--- config.mk ---
export PLATFORM = sky130hd
export DESIGN_NAME = rlh_holdover_ctrl
export DESIGN_NICKNAME = d
export VERILOG_FILES = /design/src/rlh_pkg.sv /design/src/rlh_core_if.sv /design/src/rlh_serial_port.sv /design/src/rlh_los_monitor.sv /design/src/rlh_holdover_ctrl.sv
export SDC_FILE = /design/constraint.sdc
export NUM_CORES = 1
export LEC_CHECK = 0
export BUFFER_PORTS_ARGS = -buffer_cell sky130_fd_sc_hd__buf_2
export CAP_MARGIN = 25
export CORE_MARGIN = 3
export CORE_UTILIZATION = 65
export CTS_CLUSTER_SIZE = 16
export DETAILED_ROUTE_END_ITERATION = 8
export GPL_ROUTABILITY_DRIVEN = 1
export PLACE_DENSITY = 0.81
export SLEW_MARGIN = 0
export SYNTH_ARGS = -nofsm -noshare
export SYNTH_HDL_FRONTEND = slang
export SYNTH_SLANG_ARGS = --single-unit
--- constraint.sdc ---
create_clock -name clk_in -period 13.5 [get_ports clk_in]
set_input_delay 2.7 -clock clk_in [delete_from_list [all_inputs] [get_ports clk_in]]
set_output_delay 2.7 -clock clk_in [all_outputs]
set_load 0.03 [all_outputs]
--- src/rlh_pkg.sv ---
package rlh_pkg;

  localparam int          RLH_DATA_W       = 32;
  localparam int          RLH_ADDR_W       = 5;
  localparam int          RLH_DAC_W        = 10;
  localparam int          RLH_CNT_W        = 14;
  localparam int          RLH_LOS_CNT_W    = 6;
  localparam int          RLH_NUM_REFS     = 3;

  // Register numbers carried in the low bits of each serial word
  localparam logic [4:0]  RLH_ADDR_INPUT_MON = 5'h0e;
  localparam logic [4:0]  RLH_ADDR_DAC_HOLD  = 5'h0f;
  localparam logic [4:0]  RLH_ADDR_DAC_RB    = 5'h17;

  // input_monitor_config fields
  localparam int          RLH_LOS_SEL_LSB  = 30;
  localparam int          RLH_LOS_EN_BIT   = 28;
  localparam int          RLH_PIN_TYPE_LSB = 24;
  localparam int          RLH_BUF_SEL_LSB  = 20;
  localparam int          RLH_HI_TRIP_LSB  = 14;
  localparam int          RLH_LO_TRIP_LSB  = 6;
  localparam int          RLH_RAIL_EN_BIT  = 5;

  // dac_holdover_control fields
  localparam int          RLH_MAN_CODE_LSB = 22;
  localparam int          RLH_MAN_MODE_BIT = 20;
  localparam int          RLH_EXIT_CNT_LSB = 6;
  localparam int          RLH_FORCE_BIT    = 5;

  // dac_count_readback field
  localparam int          RLH_RB_CODE_LSB  = 14;

  localparam logic [31:0] RLH_INPUT_MON_RST = 32'h00000000;
  localparam logic [31:0] RLH_DAC_HOLD_RST  = 32'h00000040;

  // Input status pin io types
  localparam logic [2:0]  RLH_PIN_IN       = 3'h0;
  localparam logic [2:0]  RLH_PIN_IN_PU    = 3'h1;
  localparam logic [2:0]  RLH_PIN_IN_PD    = 3'h2;
  localparam logic [2:0]  RLH_PIN_PP       = 3'h3;
  localparam logic [2:0]  RLH_PIN_PP_INV   = 3'h4;
  localparam logic [2:0]  RLH_PIN_OS       = 3'h5;
  localparam logic [2:0]  RLH_PIN_OD       = 3'h6;

  localparam logic [9:0]  RLH_DAC_FULL     = 10'h3ff;
  localparam int          RLH_TRIP_STEPS   = 64;

  // Timing, picoseconds
  localparam int          RLH_CLK_PERIOD_PS = 25000;
  localparam int          RLH_LOS_T0_PS     = 1200000;
  localparam int          RLH_LOS_T1_PS     = 206000;
  localparam int          RLH_LOS_T2_PS     = 52900;
  localparam int          RLH_LOS_T3_PS     = 23700;

  // Least time: round up, never below one cycle
  function automatic int rlh_cycles_up(input int t_ps);
    int c;
    c = (t_ps + RLH_CLK_PERIOD_PS - 1) / RLH_CLK_PERIOD_PS;
    return (c < 1) ? 1 : c;
  endfunction

  localparam logic [5:0]  RLH_LOS_CYC0 = 6'(rlh_cycles_up(RLH_LOS_T0_PS));
  localparam logic [5:0]  RLH_LOS_CYC1 = 6'(rlh_cycles_up(RLH_LOS_T1_PS));
  localparam logic [5:0]  RLH_LOS_CYC2 = 6'(rlh_cycles_up(RLH_LOS_T2_PS));
  localparam logic [5:0]  RLH_LOS_CYC3 = 6'(rlh_cycles_up(RLH_LOS_T3_PS));

  typedef enum logic {RLH_ST_TRACK, RLH_ST_HOLD} rlh_hold_state_t;

endpackage

--- src/rlh_core_if.sv ---
`timescale 1ns/10ps
interface rlh_core_if;
  import rlh_pkg::*;
  logic                    wr_stb;
  logic [RLH_DATA_W-1:0]   wr_word;
  logic [RLH_DATA_W-1:0]   rb_word;
  logic                    los_enable;
  logic [1:0]              los_sel;
  logic [RLH_NUM_REFS-1:0] los_flags;

  modport ser  (output wr_stb, output wr_word, input rb_word);
  modport mon  (input los_enable, input los_sel, output los_flags);
  modport core (input wr_stb, input wr_word, output rb_word,
                output los_enable, output los_sel, input los_flags);
endinterface

--- src/rlh_serial_port.sv ---
`timescale 1ns/10ps
module rlh_serial_port
  import rlh_pkg::*;
(
  input  wire logic clk_in,
  input  wire logic arst_n_in,
  input  wire logic ce_in,
  input  wire logic uwire_clk_in,
  input  wire logic uwire_data_in,
  input  wire logic uwire_le_in,
  output logic      readback_out,
  rlh_core_if.ser   bus
);

  typedef struct packed {
    logic [RLH_DATA_W-1:0] shift;
    logic [RLH_DATA_W-1:0] rb;
    logic                  clk_d;
    logic                  le_d;
    logic                  stb;
    logic [RLH_DATA_W-1:0] word;
  } rlh_ser_state_t;

  rlh_ser_state_t st;
  rlh_ser_state_t next_st;

  always_comb begin
    next_st = st;
    next_st.clk_d = uwire_clk_in;
    next_st.le_d = uwire_le_in;
    next_st.stb = 1'b0;
    // Data is taken MSB first on the serial clock rising edge
    if (uwire_clk_in && !st.clk_d) begin
      next_st.shift = {st.shift[RLH_DATA_W-2:0], uwire_data_in};
      next_st.rb = {st.rb[RLH_DATA_W-2:0], 1'b0};
    end
    // Latch enable commits the word and reloads the readback shifter
    if (uwire_le_in && !st.le_d) begin
      next_st.stb = 1'b1;
      next_st.word = st.shift;
      next_st.rb = bus.rb_word;
    end
  end

  always_ff @(posedge clk_in or negedge arst_n_in) begin
    if (!arst_n_in) begin
      st <= '0;
    end else if (ce_in) begin
      st <= next_st;
    end
  end

  assign bus.wr_stb = st.stb;
  assign bus.wr_word = st.word;
  assign readback_out = st.rb[RLH_DATA_W-1];

endmodule

--- src/rlh_los_monitor.sv ---
`timescale 1ns/10ps
module rlh_los_monitor
  import rlh_pkg::*;
#(
  parameter int NUM_REFS = RLH_NUM_REFS
) (
  input  wire logic                clk_in,
  input  wire logic                arst_n_in,
  input  wire logic                ce_in,
  input  wire logic [NUM_REFS-1:0] ref_clk_in,
  rlh_core_if.mon                  mon
);

  typedef struct packed {
    logic [NUM_REFS-1:0][RLH_LOS_CNT_W-1:0] cnt;
    logic [NUM_REFS-1:0]                    prev;
    logic [NUM_REFS-1:0]                    los;
  } rlh_los_state_t;

  rlh_los_state_t st;
  rlh_los_state_t next_st;
  logic [RLH_LOS_CNT_W-1:0] limit;

  always_comb begin
    case (mon.los_sel)
      2'h0: limit = RLH_LOS_CYC0;
      2'h1: limit = RLH_LOS_CYC1;
      2'h2: limit = RLH_LOS_CYC2;
      default: limit = RLH_LOS_CYC3;
    endcase
  end

  always_comb begin
    next_st = st;
    next_st.prev = ref_clk_in;
    for (int i = 0; i < NUM_REFS; i++) begin
      if (!mon.los_enable) begin
        next_st.cnt[i] = '0;
        next_st.los[i] = 1'b0;
      end else if (ref_clk_in[i] != st.prev[i]) begin
        // Any edge is activity and restarts the wait
        next_st.cnt[i] = '0;
        next_st.los[i] = 1'b0;
      end else if (st.cnt[i] + 6'h01 >= limit) begin
        next_st.los[i] = 1'b1;
      end else begin
        next_st.cnt[i] = st.cnt[i] + 6'h01;
      end
    end
  end

  always_ff @(posedge clk_in or negedge arst_n_in) begin
    if (!arst_n_in) begin
      st <= '0;
    end else if (ce_in) begin
      st <= next_st;
    end
  end

  assign mon.los_flags = st.los;

endmodule

--- src/rlh_holdover_ctrl.sv ---
`timescale 1ns/10ps
// Operation
// - Selected timeout declares signal loss when enabled
// - Inactive reference input is flagged lost
// - Three-bit field sets status pin io type
// - Per-input bit chooses bipolar or CMOS buffer
// - Upper trip level enters holdover, sets flag
// - Lower trip level enters holdover, sets flag
// - Rail trip invalidates input, signals switch event
// - Manual code drives DAC in manual mode
// - Mode bit chooses automatic or manual DAC
// - Exit holdover after programmed locked cycle count
// - Force bit holds device in holdover
// - Forced holdover uses manual or tracked code
// - Forcing enters holdover without a switch event
// - DAC count readable at bits 23:14
// - Inhibit blocks holdover and switch on lock loss
// - Tracking follows tune voltage, always readable
module rlh_holdover_ctrl
  import rlh_pkg::*;
#(
  parameter int NUM_REFS = RLH_NUM_REFS,
  parameter int DAC_W    = RLH_DAC_W
) (
  input  wire logic                clk_in,
  input  wire logic                arst_n_in,
  input  wire logic                ce_in,
  input  wire logic                uwire_clk_in,
  input  wire logic                uwire_data_in,
  input  wire logic                uwire_le_in,
  input  wire logic [NUM_REFS-1:0] ref_clk_in,
  input  wire logic                first_loop_lock_flag_in,
  input  wire logic                pd_tick_in,
  input  wire logic [DAC_W-1:0]    tune_track_code_in,
  input  wire logic                track_enable_in,
  input  wire logic                lock_loss_switch_inhibit_in,
  output logic                     readback_out,
  output logic [NUM_REFS-1:0]      signal_loss_out,
  output logic [DAC_W-1:0]         tune_code_out,
  output logic                     holdover_out,
  output logic                     rail_high_out,
  output logic                     rail_low_out,
  output logic                     switch_event_out,
  output logic                     status1_o_out,
  output logic                     status1_oe_out,
  output logic                     status1_pullup_out,
  output logic                     status1_pulldown_out,
  output logic [NUM_REFS-1:0]      ref_input_buffer_select_out
);

  typedef struct packed {
    logic [RLH_DATA_W-1:0] input_monitor_config;
    logic [RLH_DATA_W-1:0] dac_holdover_control;
    rlh_hold_state_t       state;
    logic [DAC_W-1:0]      dac;
    logic                  lock_d;
    logic                  trip_d;
    logic                  force_d;
    logic [RLH_CNT_W-1:0]  lock_cnt;
    logic                  rail_hi;
    logic                  rail_lo;
    logic                  switch_evt;
    logic                  pin_o;
    logic                  pin_oe;
    logic                  pin_pu;
    logic                  pin_pd;
  } rlh_ctrl_state_t;

  rlh_ctrl_state_t st;
  rlh_ctrl_state_t next_st;

  rlh_core_if core_bus ();

  rlh_serial_port u_serial (
    .clk_in        (clk_in),
    .arst_n_in     (arst_n_in),
    .ce_in         (ce_in),
    .uwire_clk_in  (uwire_clk_in),
    .uwire_data_in (uwire_data_in),
    .uwire_le_in   (uwire_le_in),
    .readback_out  (readback_out),
    .bus           (core_bus.ser)
  );

  rlh_los_monitor #(
    .NUM_REFS (NUM_REFS)
  ) u_los (
    .clk_in     (clk_in),
    .arst_n_in  (arst_n_in),
    .ce_in      (ce_in),
    .ref_clk_in (ref_clk_in),
    .mon        (core_bus.mon)
  );

  // Trip distance in DAC codes for a 6-bit step code, (n+1)/64 of full scale
  function automatic logic [DAC_W-1:0] trip_span(input logic [5:0] code);
    logic [15:0] prod;
    prod = (16'(code) + 16'h0001) * 16'(RLH_DAC_FULL);
    return DAC_W'(prod / 16'(RLH_TRIP_STEPS));
  endfunction

  // Field views of the programmed registers
  logic [1:0]           los_sel;
  logic                 los_en;
  logic [2:0]           pin_type;
  logic [5:0]           hi_code;
  logic [5:0]           lo_code;
  logic                 rail_en;
  logic [DAC_W-1:0]     man_code;
  logic                 man_mode;
  logic [RLH_CNT_W-1:0] exit_cnt;
  logic                 force_hold;
  logic [DAC_W-1:0]     hi_level;
  logic [DAC_W-1:0]     lo_level;
  logic                 hit_hi;
  logic                 hit_lo;
  logic                 trip;
  logic                 lock_fall;
  logic                 pin_val;

  always_comb begin
    los_sel    = st.input_monitor_config[RLH_LOS_SEL_LSB +: 2];
    los_en     = st.input_monitor_config[RLH_LOS_EN_BIT];
    pin_type   = st.input_monitor_config[RLH_PIN_TYPE_LSB +: 3];
    hi_code    = st.input_monitor_config[RLH_HI_TRIP_LSB +: 6];
    lo_code    = st.input_monitor_config[RLH_LO_TRIP_LSB +: 6];
    rail_en    = st.input_monitor_config[RLH_RAIL_EN_BIT];
    man_code   = st.dac_holdover_control[RLH_MAN_CODE_LSB +: DAC_W];
    man_mode   = st.dac_holdover_control[RLH_MAN_MODE_BIT];
    exit_cnt   = st.dac_holdover_control[RLH_EXIT_CNT_LSB +: RLH_CNT_W];
    force_hold = st.dac_holdover_control[RLH_FORCE_BIT];
    hi_level   = RLH_DAC_FULL - trip_span(hi_code);
    lo_level   = trip_span(lo_code);
    hit_hi     = rail_en && (st.dac >= hi_level);
    hit_lo     = rail_en && (st.dac <= lo_level);
    trip       = hit_hi || hit_lo;
    // Lock loss counts only when not inhibited
    lock_fall  = st.lock_d && !first_loop_lock_flag_in
                 && !lock_loss_switch_inhibit_in;
    pin_val    = signal_loss_out[1];
  end

  assign core_bus.los_enable = los_en;
  assign core_bus.los_sel = los_sel;
  // Only the DAC count field is driven; the rest reads as zero
  assign core_bus.rb_word = RLH_DATA_W'({st.dac, RLH_RB_CODE_LSB'(0)});

  always_comb begin
    next_st = st;
    next_st.lock_d = first_loop_lock_flag_in;
    next_st.trip_d = trip;
    next_st.force_d = force_hold;
    next_st.switch_evt = 1'b0;
    next_st.rail_hi = hit_hi;
    next_st.rail_lo = hit_lo;

    // Readback register has no write path; a stray write is dropped
    if (core_bus.wr_stb) begin
      case (core_bus.wr_word[RLH_ADDR_W-1:0])
        RLH_ADDR_INPUT_MON: next_st.input_monitor_config = core_bus.wr_word;
        RLH_ADDR_DAC_HOLD:  next_st.dac_holdover_control = core_bus.wr_word;
        default: ;
      endcase
    end

    // DAC source
    if (man_mode) begin
      next_st.dac = man_code;
    end else if (st.state == RLH_ST_HOLD) begin
      if (!track_enable_in) begin
        next_st.dac = man_code;
      end
    end else if (track_enable_in) begin
      next_st.dac = tune_track_code_in;
    end

    // Switch event on a fresh rail trip or an uninhibited lock loss
    if ((trip && !st.trip_d) || lock_fall) begin
      next_st.switch_evt = 1'b1;
    end

    case (st.state)
      RLH_ST_TRACK: begin
        next_st.lock_cnt = '0;
        if (force_hold || trip || lock_fall) begin
          next_st.state = RLH_ST_HOLD;
        end
      end
      RLH_ST_HOLD: begin
        if (force_hold || trip || !first_loop_lock_flag_in) begin
          next_st.lock_cnt = '0;
        end else if (pd_tick_in) begin
          // Reserved zero count behaves as one
          if (st.lock_cnt + 14'h0001 >= exit_cnt) begin
            next_st.state = RLH_ST_TRACK;
            next_st.lock_cnt = '0;
          end else begin
            next_st.lock_cnt = st.lock_cnt + 14'h0001;
          end
        end
      end
      default: begin
        next_st.state = RLH_ST_TRACK;
      end
    endcase

    // Status pin driver, carries input 1 signal loss
    next_st.pin_o = 1'b0;
    next_st.pin_oe = 1'b0;
    next_st.pin_pu = 1'b0;
    next_st.pin_pd = 1'b0;
    case (pin_type)
      RLH_PIN_IN_PU: next_st.pin_pu = 1'b1;
      RLH_PIN_IN_PD: next_st.pin_pd = 1'b1;
      RLH_PIN_PP: begin
        next_st.pin_o = pin_val;
        next_st.pin_oe = 1'b1;
      end
      RLH_PIN_PP_INV: begin
        next_st.pin_o = !pin_val;
        next_st.pin_oe = 1'b1;
      end
      RLH_PIN_OS: begin
        next_st.pin_o = 1'b1;
        next_st.pin_oe = pin_val;
      end
      RLH_PIN_OD: begin
        next_st.pin_o = 1'b0;
        next_st.pin_oe = !pin_val;
      end
      default: ;
    endcase
  end

  always_ff @(posedge clk_in or negedge arst_n_in) begin
    if (!arst_n_in) begin
      st <= '0;
      st.input_monitor_config <= RLH_INPUT_MON_RST;
      st.dac_holdover_control <= RLH_DAC_HOLD_RST;
      st.state <= RLH_ST_TRACK;
    end else if (ce_in) begin
      st <= next_st;
    end
  end

  assign signal_loss_out = core_bus.los_flags;
  assign tune_code_out = st.dac;
  assign holdover_out = (st.state == RLH_ST_HOLD);
  assign rail_high_out = st.rail_hi;
  assign rail_low_out = st.rail_lo;
  assign switch_event_out = st.switch_evt;
  assign status1_o_out = st.pin_o;
  assign status1_oe_out = st.pin_oe;
  assign status1_pullup_out = st.pin_pu;
  assign status1_pulldown_out = st.pin_pd;
  assign ref_input_buffer_select_out =
    st.input_monitor_config[RLH_BUF_SEL_LSB +: NUM_REFS];

endmodule

==> results.sh, run 1 <==
export IMPL_fin_crit_sh=0.5878
export IMPL_synth_flop_cell="dfrtp_1"
export IMPL_die_area_mm2=0.02006
export IMPL_slew_headroom=0.4315
export IMPL_hold_buffers=0
export IMPL_power_leakage_nw=6.718
export IMPL_synth_seq_area_share=0.3998
export IMPL_nNetsFinal=1292
export IMPL_clock_root_buffer="clkbuf_16"
export IMPL_place_inst=1313
export IMPL_syn_inst=1071
export IMPL_avgSynthCellArea_um2=11.17
export IMPL_hold_viol_final=0
export IMPL_hold_ws_ps=478.9
export IMPL_fin_crit_ps=7935
export IMPL_r2r_cells=27
export IMPL_skew_ps=13.37
export IMPL_maxCapViolCount=0
export IMPL_grt_pass1_vias=8126
export IMPL_crit_path_max_fanout=16
export IMPL_report_final_slew_viol_count=0
export IMPL_instances_no_fill=1346
export IMPL_firstDrtPassIters=5
export IMPL_cp_required_ps=13830
export IMPL_final_setup_tns_ps=0
export IMPL_outcome="complete, no violations"
export IMPL_finalPower_mw=2.054
export IMPL_yosys_warnings=0
export IMPL_boundaryPins=48
export IMPL_area_growth_syn_to_layout_pct=8.924
export IMPL_numClockSinks=191
export IMPL_finalSetupViolations=0
export IMPL_grt_ovfl_total=0
export IMPL_path_clk_slew_ps=70
export IMPL_wirelength_mm=24.17
export IMPL_fin_ws_ps=5565
export IMPL_cp_arrival_ps=8270
export IMPL_peakVddDrop_v=0.0002027
export IMPL_clockBufferDepth=2
export IMPL_core_mm2=0.01766
export IMPL_h_tree_depth=4
export IMPL_crit_type="reg -> reg"
export IMPL_dieWidth_um=141.6
export IMPL_wl_per_cell_um=17.95
export IMPL_diodes=0
export IMPL_post_cts_buffers=0
export IMPL_drive_gt1_frac=0.2016
export IMPL_dpl_hpwl_mm=17.22
export IMPL_vias_per_cell=5.872
export IMPL_synth_area_mm2=0.01196
export IMPL_core_rowCount=48
export IMPL_grt_use_total=0.2508
export IMPL_ys_ff_latch=191
export IMPL_tightest_slew_ps=852.8
export IMPL_ant_nets=0
export IMPL_async_flop_share=1.000
export IMPL_max_freq_mhz=126.0
export IMPL_cts_buffers=17
export IMPL_final_cell_mix="190 x dfrtp_1, 121 x ha_1, 115 x mux2_2, 108 x inv_1, 63 x nand2_1"
export IMPL_drtIter0Drc=548
export IMPL_start_util=0.6773
export IMPL_synth_edf_count=0
export IMPL_critPathMaxStageDelay_ps=660
export IMPL_hold_class="reg -> reg"
export IMPL_slowest_stage="fa_1"
export IMPL_port_buffers=47
export IMPL_place_gp_congestion=0.8952
export IMPL_grt_max_degree=126
export IMPL_rsz0062_at_grt="no"
export IMPL_vias=7904
export IMPL_route_detailed_drc=0
export IMPL_critPathLaunchType="flip-flop"
export IMPL_cts_resized=0
export IMPL_power_density_mw_per_mm2=157.7
export IMPL_synth_nets=1255
export IMPL_ys_types=65
export IMPL_insertion_delay_ps=440
export IMPL_antenna_found_initial=0
export IMPL_grt_pass1_wl_mm=40.31
export IMPL_hold_depth=2
export IMPL_final_common_cell="dfrtp_1"
export IMPL_fp_dieH_um=141.6
export IMPL_cp_end_kind="flip-flop"
export IMPL_cts_tree="yes"
export IMPL_dp_slack_ps=5649
per-stage QoR:
step,util,instance area (µm²)
2_1_floorplan,-,11960
3_3_place_gp,0.6995,12350
3_5_place_dp,0.6995,12350
4_1_cts,0.7362,13000
5_1_grt,0.7377,13030
6_report,0.7377,13030
flip-flops by register name (all words and copies together), names as in the netlist, 6 cells and up:
signal and count:
lo_code 6, hi_code 6, u_serial.bus.wr_word 32, st 16
man_code 10, u_serial.st 51, u_los.st 21, exit_cnt 14
tune_code_out 10
layer usage:
| layer | up-vias | GRT usage | share of wire |
|---|---|---|---|
| li1 | 3802 | - | - |
| met1 | 3926 | 0.3481 | 0.46 |
| met2 | 146 | 0.4141 | 0.49 |
| met3 | 30 | 0.04078 | 0.035 |
| met4 | 0 | 0.06768 | 0.016 |
| met5 | - | 0 | 0 |
cell type report:
cell class                 count  area [µm²]
clock inverter                15       221.5
tap                          225       281.5
fill                        1234        4631
sequential                   191        4781
multi-input combinational    731        6561
inverter                     109       409.1
timing repair buffer          58       346.6
clock buffer                  17       425.4
worst max-delay path, delay by kind of cell, from the launching register on:
family,cells,cell delay [ps]
AO/OA/AOI/OAI,7,1700
XOR/XNOR,2,490
AND/OR/NAND/NOR,7,1390
adder cells (fa/ha/maj),7,3210
flip-flops,1,590
buffers and inverters,4,430
worst paths after layout:
check	slack, ps	endpoint	startpoint
min in group asynchronous	2190	ref_input_buffer_select_out[2]	arst_n_in
worst max-delay path	5560	st[9]	lo_code[0]
max in group asynchronous	9730	core_bus.los_enable	arst_n_in
worst min-delay path	480	status1_pulldown_out	status1_pulldown_out
worst max register to register	5560	st[9]	lo_code[0]
worst min register to register	480	status1_pulldown_out	status1_pulldown_out
Yosys cell counts, types with 15 or more instances:
| library cell | number | area, µm² |
|---|---|---|
| dfrtp_1 | 190 | 4755 |
| xnor2_1 | 31 | 271.5 |
| a22o_1 | 23 | 201.4 |
| nor2_1 | 41 | 153.9 |
| a21oi_1 | 22 | 110.1 |
| mux2_2 | 115 | 1295 |
| a21o_1 | 15 | 112.6 |
| clkbuf_1 | 16 | 60.06 |
| fa_1 | 40 | 800.8 |
| inv_1 | 108 | 405.4 |
| nand3_1 | 21 | 105.1 |
| ha_1 | 121 | 1514 |
| o21ai_0 | 55 | 275.3 |
| xor2_1 | 22 | 192.7 |
| nor3_1 | 18 | 90.09 |
| mux2i_1 | 21 | 210.2 |
| buf_4 | 16 | 120.1 |
| nand2_1 | 63 | 236.5 |
power by group:
part	switching, mW	internal (mW)
Combinational	0.450	0.348
Clock	0.240	0.302
Sequential	0.0774	0.637
Total	0.767	1.29
logic make-up (layout without fill, tap and decap cells):
group | count (synthesis) | after routing | share of synthesized area
buffers and inverters | 149 | 199 | 0.05231
adders and majority gates | 161 | 161 | 0.1936
AOI/OAI and AO/OA | 177 | 177 | 0.1038
xor gates and xnor gates | 53 | 53 | 0.03882
and+or+nand+nor | 201 | 201 | 0.08213
muxes | 139 | 139 | 0.1296
DFF | 191 | 191 | 0.3998
Note: power is estimated with default switching activity, not from simulation.
==> run 2: changes to the inputs <==
- CORE_UTILIZATION: 65 -> 63
- PLACE_DENSITY: 0.81 -> 0.79
- clock period: 13.5 -> 8.3 ns (I/O delays scaled with it)
==> results.sh, run 2 (same netlist as run 1, synthesis figures left out) <==
export IMPL_regMostFlops="u_serial.st"
export IMPL_pwr_share_comb=0.400
export IMPL_vias_per_cell=6.000
export IMPL_hold_ws_ps=489.6
export IMPL_post_cts_buffers=0
export IMPL_vias=8100
export IMPL_instances_no_fill=1350
export IMPL_grt_pass1_wl_mm=40.49
export IMPL_grt_max_degree=121
export IMPL_finalSetupViolations=0
export IMPL_dieWidth_um=143.8
export IMPL_ant_nets=0
export IMPL_power_density_mw_per_mm2=254.1
export IMPL_fin_crit_sh=0.9250
export IMPL_place_gp_congestion=0.8756
export IMPL_fin_crit_ps=7678
export IMPL_cp_end_kind="flip-flop"
export IMPL_maxCapViolCount=0
export IMPL_pwr_share_seq=0.351
export IMPL_cp_arrival_ps=7970
export IMPL_hold_viol_final=0
export IMPL_power_leakage_nw=6.686
export IMPL_start_util=0.6524
export IMPL_core_rowCount=49
export IMPL_max_freq_mhz=130.2
export IMPL_drive_gt1_frac=0.2025
export IMPL_power_frac_clock=0.249
export IMPL_drtIter0Drc=474
export IMPL_die_area_mm2=0.02067
export IMPL_tightest_slew_ps=957.4
export IMPL_h_tree_depth=4
export IMPL_fp_dieH_um=143.8
export IMPL_dpl_hpwl_mm=17.26
export IMPL_hold_buffers=0
export IMPL_wl_per_cell_um=17.90
export IMPL_fin_ws_ps=622.2
export IMPL_rsz0062_at_grt="no"
export IMPL_grt_pass1_vias=8224
export IMPL_final_common_cell="dfrtp_1"
export IMPL_multi_input_area_mm2=0.006563
export IMPL_report_final_slew_viol_count=0
export IMPL_peakVddDrop_v=0.0001690
export IMPL_sw_frac_of_total=0.3822
export IMPL_crit_type="reg -> reg"
export IMPL_regArea_mm2=0.004782
export IMPL_clock_root_buffer="clkbuf_16"
export IMPL_critPathLaunchType="flip-flop"
export IMPL_cts_resized=0
export IMPL_antenna_found_initial=0
export IMPL_fill_cells=1365
export IMPL_route_detailed_drc=0
export IMPL_numClockSinks=191
export IMPL_outcome="complete, no violations"
export IMPL_final_setup_tns_ps=0
export IMPL_core_mm2=0.01833
export IMPL_largest_reg_flops=51
export IMPL_skew_ps=12.74
export IMPL_cts_buffers=17
export IMPL_area_growth_syn_to_layout_pct=8.412
export IMPL_clockBufferDepth=2
export IMPL_fin_util=0.7073
export IMPL_grt_ovfl_total=0
export IMPL_wirelength_mm=24.17
export IMPL_path_clk_slew_ps=70
export IMPL_crit_path_max_fanout=16
export IMPL_p_switching_mw=1.259
export IMPL_cp_required_ps=8590
export IMPL_hold_class="reg -> reg"
export IMPL_firstDrtPassIters=5
export IMPL_nNetsFinal=1292
export IMPL_cts_tree="yes"
export IMPL_slew_headroom=0.3617
export IMPL_dp_slack_ps=464.4
export IMPL_grt_use_total=0.2467
export IMPL_place_inst=1318
export IMPL_diodes=0
export IMPL_final_cell_mix="189 x dfrtp_1, 121 x ha_1, 115 x mux2_2, 108 x inv_1, 63 x nand2_1"
export IMPL_port_buffers=47
export IMPL_boundaryPins=48
export IMPL_p_int_mw=2.036
export IMPL_insertion_delay_ps=430
-- run 2: stage by stage --
stage,total power [mW],instance area [µm²]
2_1_floorplan,2.167,11960
4_1_cts,3.316,12960
3_5_place_dp,2.482,12360
3_3_place_gp,2.421,12360
6_report,3.295,12960
5_1_grt,3.557,12960
-- run 2: metal layers --
layer / up-vias / part of all wire / track usage
met5: - / 0 / 0
met4: 0 / 0.020 / 0.07136
met3: 30 / 0.042 / 0.04027
met2: 186 / 0.48 / 0.4076
met1: 4070 / 0.46 / 0.3402
li1: 3814 / - / -
-- run 2: path summary, 6_finish.rpt --
| kind | startpoint | to | slack [ps] | cells past startpoint |
|---|---|---|---|---|
| setup / recovery | lo_code[0] | st[20] | 620 | 27 |
| hold / removal | u_serial.st[58] | u_serial.st[58] | 490 | 2 |
| setup reg to reg | lo_code[0] | st[20] | 620 | 27 |
| hold reg to reg | u_serial.st[58] | u_serial.st[58] | 490 | 2 |
| max in group asynchronous | arst_n_in | lo_code[0] | 5370 | 2 |
| min in group asynchronous | arst_n_in | tune_code_out[1] | 1390 | 1 |
-- run 2: worst max-delay path, stage by stage (launching register included) --
cell       delay (ps)
dfrtp_2           510
ha_1              240
nand3_1           100
xnor2_1           330
inv_1             140
fa_1              660
inv_1             170
fa_1              550
inv_1              80
fa_1              590
fa_1              540
inv_1              40
ha_1              320
or2_2             290
a21oi_1           140
a31oi_1            80
a41o_1            320
nor4_1            180
nor3_1            100
xnor2_1           130
ha_1              300
nand4_1           160
a211oi_1           80
a2111oi_1         520
nor4_1            100
a21o_2            350
a21oi_2           350
o22ai_1           150
-- run 2: layout make-up --
class | instances | share of cell area
Multi-Input combinational cell | 731 | 0.5062
Tap cell | 229 | 0.02210
Timing Repair Buffer | 58 | 0.02519
Inverter | 109 | 0.03156
Sequential cell | 191 | 0.3688
Clock buffer | 18 | 0.03310
Clock inverter | 14 | 0.01303
-- run 2: power groups by stage --
stage	combinational [mW]	sequential (mW)	clock [mW]
final	1.32	1.16	0.820
after global routing	1.51	1.17	0.875
after CTS	1.33	1.16	0.835
after detailed placement	1.31	1.17	0
after global placement	1.25	1.17	0
after floorplan	1.03	1.14	0
==> run 3: changes to the inputs <==
- GPL_ROUTABILITY_DRIVEN: 1 -> unset
- SYNTH_HIERARCHICAL: unset -> 1
==> results.sh, run 3 <==
export IMPL_avgSynthCellArea_um2=11.54
export IMPL_dieWidth_um=150.8
export IMPL_final_common_cell="dfrtp_1"
export IMPL_fin_crit_sh=0.9298
export IMPL_grt_use_total=0.2240
export IMPL_critPathLaunchType="flip-flop"
export IMPL_hold_depth=1
export IMPL_rsz0062_at_grt="no"
export IMPL_diodes=0
export IMPL_cp_end_kind="flip-flop"
export IMPL_port_buffers=47
export IMPL_fin_crit_ps=7718
export IMPL_synth_seq_area_share=0.3884
export IMPL_largest_reg_flops=65
export IMPL_regMostFlops="u_serial/st"
export IMPL_r2r_cells=30
export IMPL_yosys_warnings=6
export IMPL_die_area_mm2=0.02274
export IMPL_cts_buffers=23
export IMPL_maxCapViolCount=0
export IMPL_critPathMaxStageDelay_ps=670
export IMPL_core_rowCount=52
export IMPL_ant_nets=0
export IMPL_sw_frac_of_total=0.3590
export IMPL_report_final_slew_viol_count=0
export IMPL_cp_arrival_ps=8110
export IMPL_final_cell_mix="203 x dfrtp_1, 121 x ha_1, 108 x inv_1, 71 x mux2_2, 54 x nand3_1"
export IMPL_h_tree_depth=1
export IMPL_firstDrtPassIters=5
export IMPL_drive_gt1_frac=0.2159
export IMPL_start_util=0.6466
export IMPL_insertion_delay_ps=510
export IMPL_nNetsFinal=1350
export IMPL_core_mm2=0.02043
export IMPL_boundaryPins=48
export IMPL_syn_inst=1145
export IMPL_slowest_stage="fa_1"
export IMPL_worstHoldStart="ref_input_buffer_select_out[1]"
export IMPL_yosysMostFrequentCell="dfrtp_1"
export IMPL_pwr_share_comb=0.375
export IMPL_cp_required_ps=8700
export IMPL_tightest_slew_ps=1066
export IMPL_finalPower_mw=3.670
export IMPL_route_detailed_drc=0
export IMPL_dpl_hpwl_mm=17.49
export IMPL_regToRegSetupSlack_ps=580
export IMPL_drtIter0Drc=511
export IMPL_wl_per_cell_um=17.01
export IMPL_clock_root_buffer="clkbuf_16"
export IMPL_area_growth_syn_to_layout_pct=7.208
export IMPL_vias_per_cell=5.703
export IMPL_outcome="complete, no violations"
export IMPL_grt_pass1_wl_mm=41.46
export IMPL_antenna_found_initial=0
export IMPL_place_gp_congestion=0.8630
export IMPL_synth_area_top_cells="dfrtp_1 39%, ha_1 11%, fa_1 6.1%, mux2_2 6.1%, mux2_4 5.5%"
export IMPL_fp_dieH_um=150.8
export IMPL_final_setup_tns_ps=0
export IMPL_synth_top_area_frac=0.3864
export IMPL_synth_edf_count=0
export IMPL_slew_headroom=0.2894
export IMPL_max_freq_mhz=129.6
export IMPL_power_frac_clock=0.276
export IMPL_min_to="ref_input_buffer_select_out[1]"
export IMPL_crit_path_max_fanout=8
export IMPL_r2r_start="lo_code[0]"
export IMPL_p_int_mw=2.353
export IMPL_numClockSinks=205
export IMPL_grt_max_degree=103
export IMPL_hold_class="reg -> reg"
export IMPL_finalSetupViolations=0
export IMPL_clockBufferDepth=3
export IMPL_ys_types=72
export IMPL_vias=8275
export IMPL_synth_flop_cell="dfrtp_1"
export IMPL_cts_tree="yes"
export IMPL_pwr_share_seq=0.349
export IMPL_power_density_mw_per_mm2=259.1
export IMPL_synth_area_mm2=0.01321
export IMPL_r2r_end="st[13]"
export IMPL_p_switching_mw=1.317
export IMPL_ys_ff_latch=205
export IMPL_power_leakage_nw=7.468
export IMPL_netlist_top_cells_count="204 x dfrtp_1, 121 x ha_1, 108 x inv_1, 71 x mux2_2, 54 x nand3_1"
export IMPL_peakVddDrop_v=0.0001679
export IMPL_async_flop_share=1.000
export IMPL_grt_ovfl_total=0
export IMPL_crit_type="reg -> reg"
export IMPL_yosysTopAreaCell="dfrtp_1"
export IMPL_skew_ps=8.854
export IMPL_wirelength_mm=24.69
export IMPL_hold_viol_final=0
export IMPL_path_clk_slew_ps=60
export IMPL_grt_pass1_vias=8344
[run 3: per-stage QoR]
step,utilization,setup slack [ps],instance area [µm²],cells,hold WS (ps)
after global placement,0.6534,625.0,13350,1406,481.2
final,0.6932,582.5,14160,1451,500.2
after global routing,0.6932,24.68,14160,1451,510.8
after CTS,0.6917,384.4,14130,1447,506.9
after floorplan,-,1211,13290,1166,465.6
after detailed placement,0.6548,405.3,13380,1407,490.7
[run 3: logic make-up after synthesis]
group	after synthesis	synth area share
DFF	205	0.3884
buffers and inverters	192	0.07492
and+or+nand+nor	183	0.07369
AOI/OAI and AO/OA	177	0.09718
muxes	163	0.1485
adders and majority gates	161	0.1752
xor gates and xnor gates	63	0.04177
other	1	0.0002839
[run 3: what timing repair did]
action | 4_1_cts | 5_1_grt
setup buffers | 0 | 3
resized for setup | 0 | 1
setup endpoints to repair | 0 | 13
hold buffers | 0 | 0
[run 3: routing by layer]
metal	vias to the layer above	part of all wire	GRT usage
met5	-	0	0
met3	38	0.045	0.03680
met4	0	0.021	0.04850
li1	3960	-	-
met1	4132	0.47	0.3228
met2	145	0.47	0.3617
[run 3: power by group through the flow]
| stage | clock network (mW) | logic [mW] | registers (mW) |
|---|---|---|---|
| after CTS | 1.03 | 1.38 | 1.28 |
| after detailed placement | 0 | 1.36 | 1.30 |
| after global placement | 0 | 1.33 | 1.29 |
| after floorplan | 0 | 1.15 | 1.24 |
| after global routing | 1.07 | 1.57 | 1.30 |
| final | 1.01 | 1.38 | 1.28 |
[run 3: final cells by class]
cell class              count  area [µm²]
clock inverters            10       122.6
inverters                 109       409.1
multi-input cells         769        7182
repair buffers             58       346.6
well taps                 270       337.8
flip-flops and latches    205        5132
fillers                  1459        6267
clock buffers              30       631.9
[run 3: how the worst max path moves through the flow]
stage,cells past startpoint,start,end
global route,28,hi_code[0],st[7]
detailed placement,28,lo_code[0],st[7]
finish,30,lo_code[0],st[13]
global placement,28,lo_code[0],st[7]
CTS,28,lo_code[0],st[7]
floorplan,29,lo_code[0],st[17]
[run 3: critical path, delay by kind of cell, from the launching register on]
family / cells / cell delay [ps]
AO/OA/AOI/OAI: 13 / 2570
XOR/XNOR: 2 / 480
adder cells (fa/ha/maj): 7 / 3040
buffers and inverters: 6 / 780
flip-flops: 1 / 500
AND/OR/NAND/NOR: 2 / 250
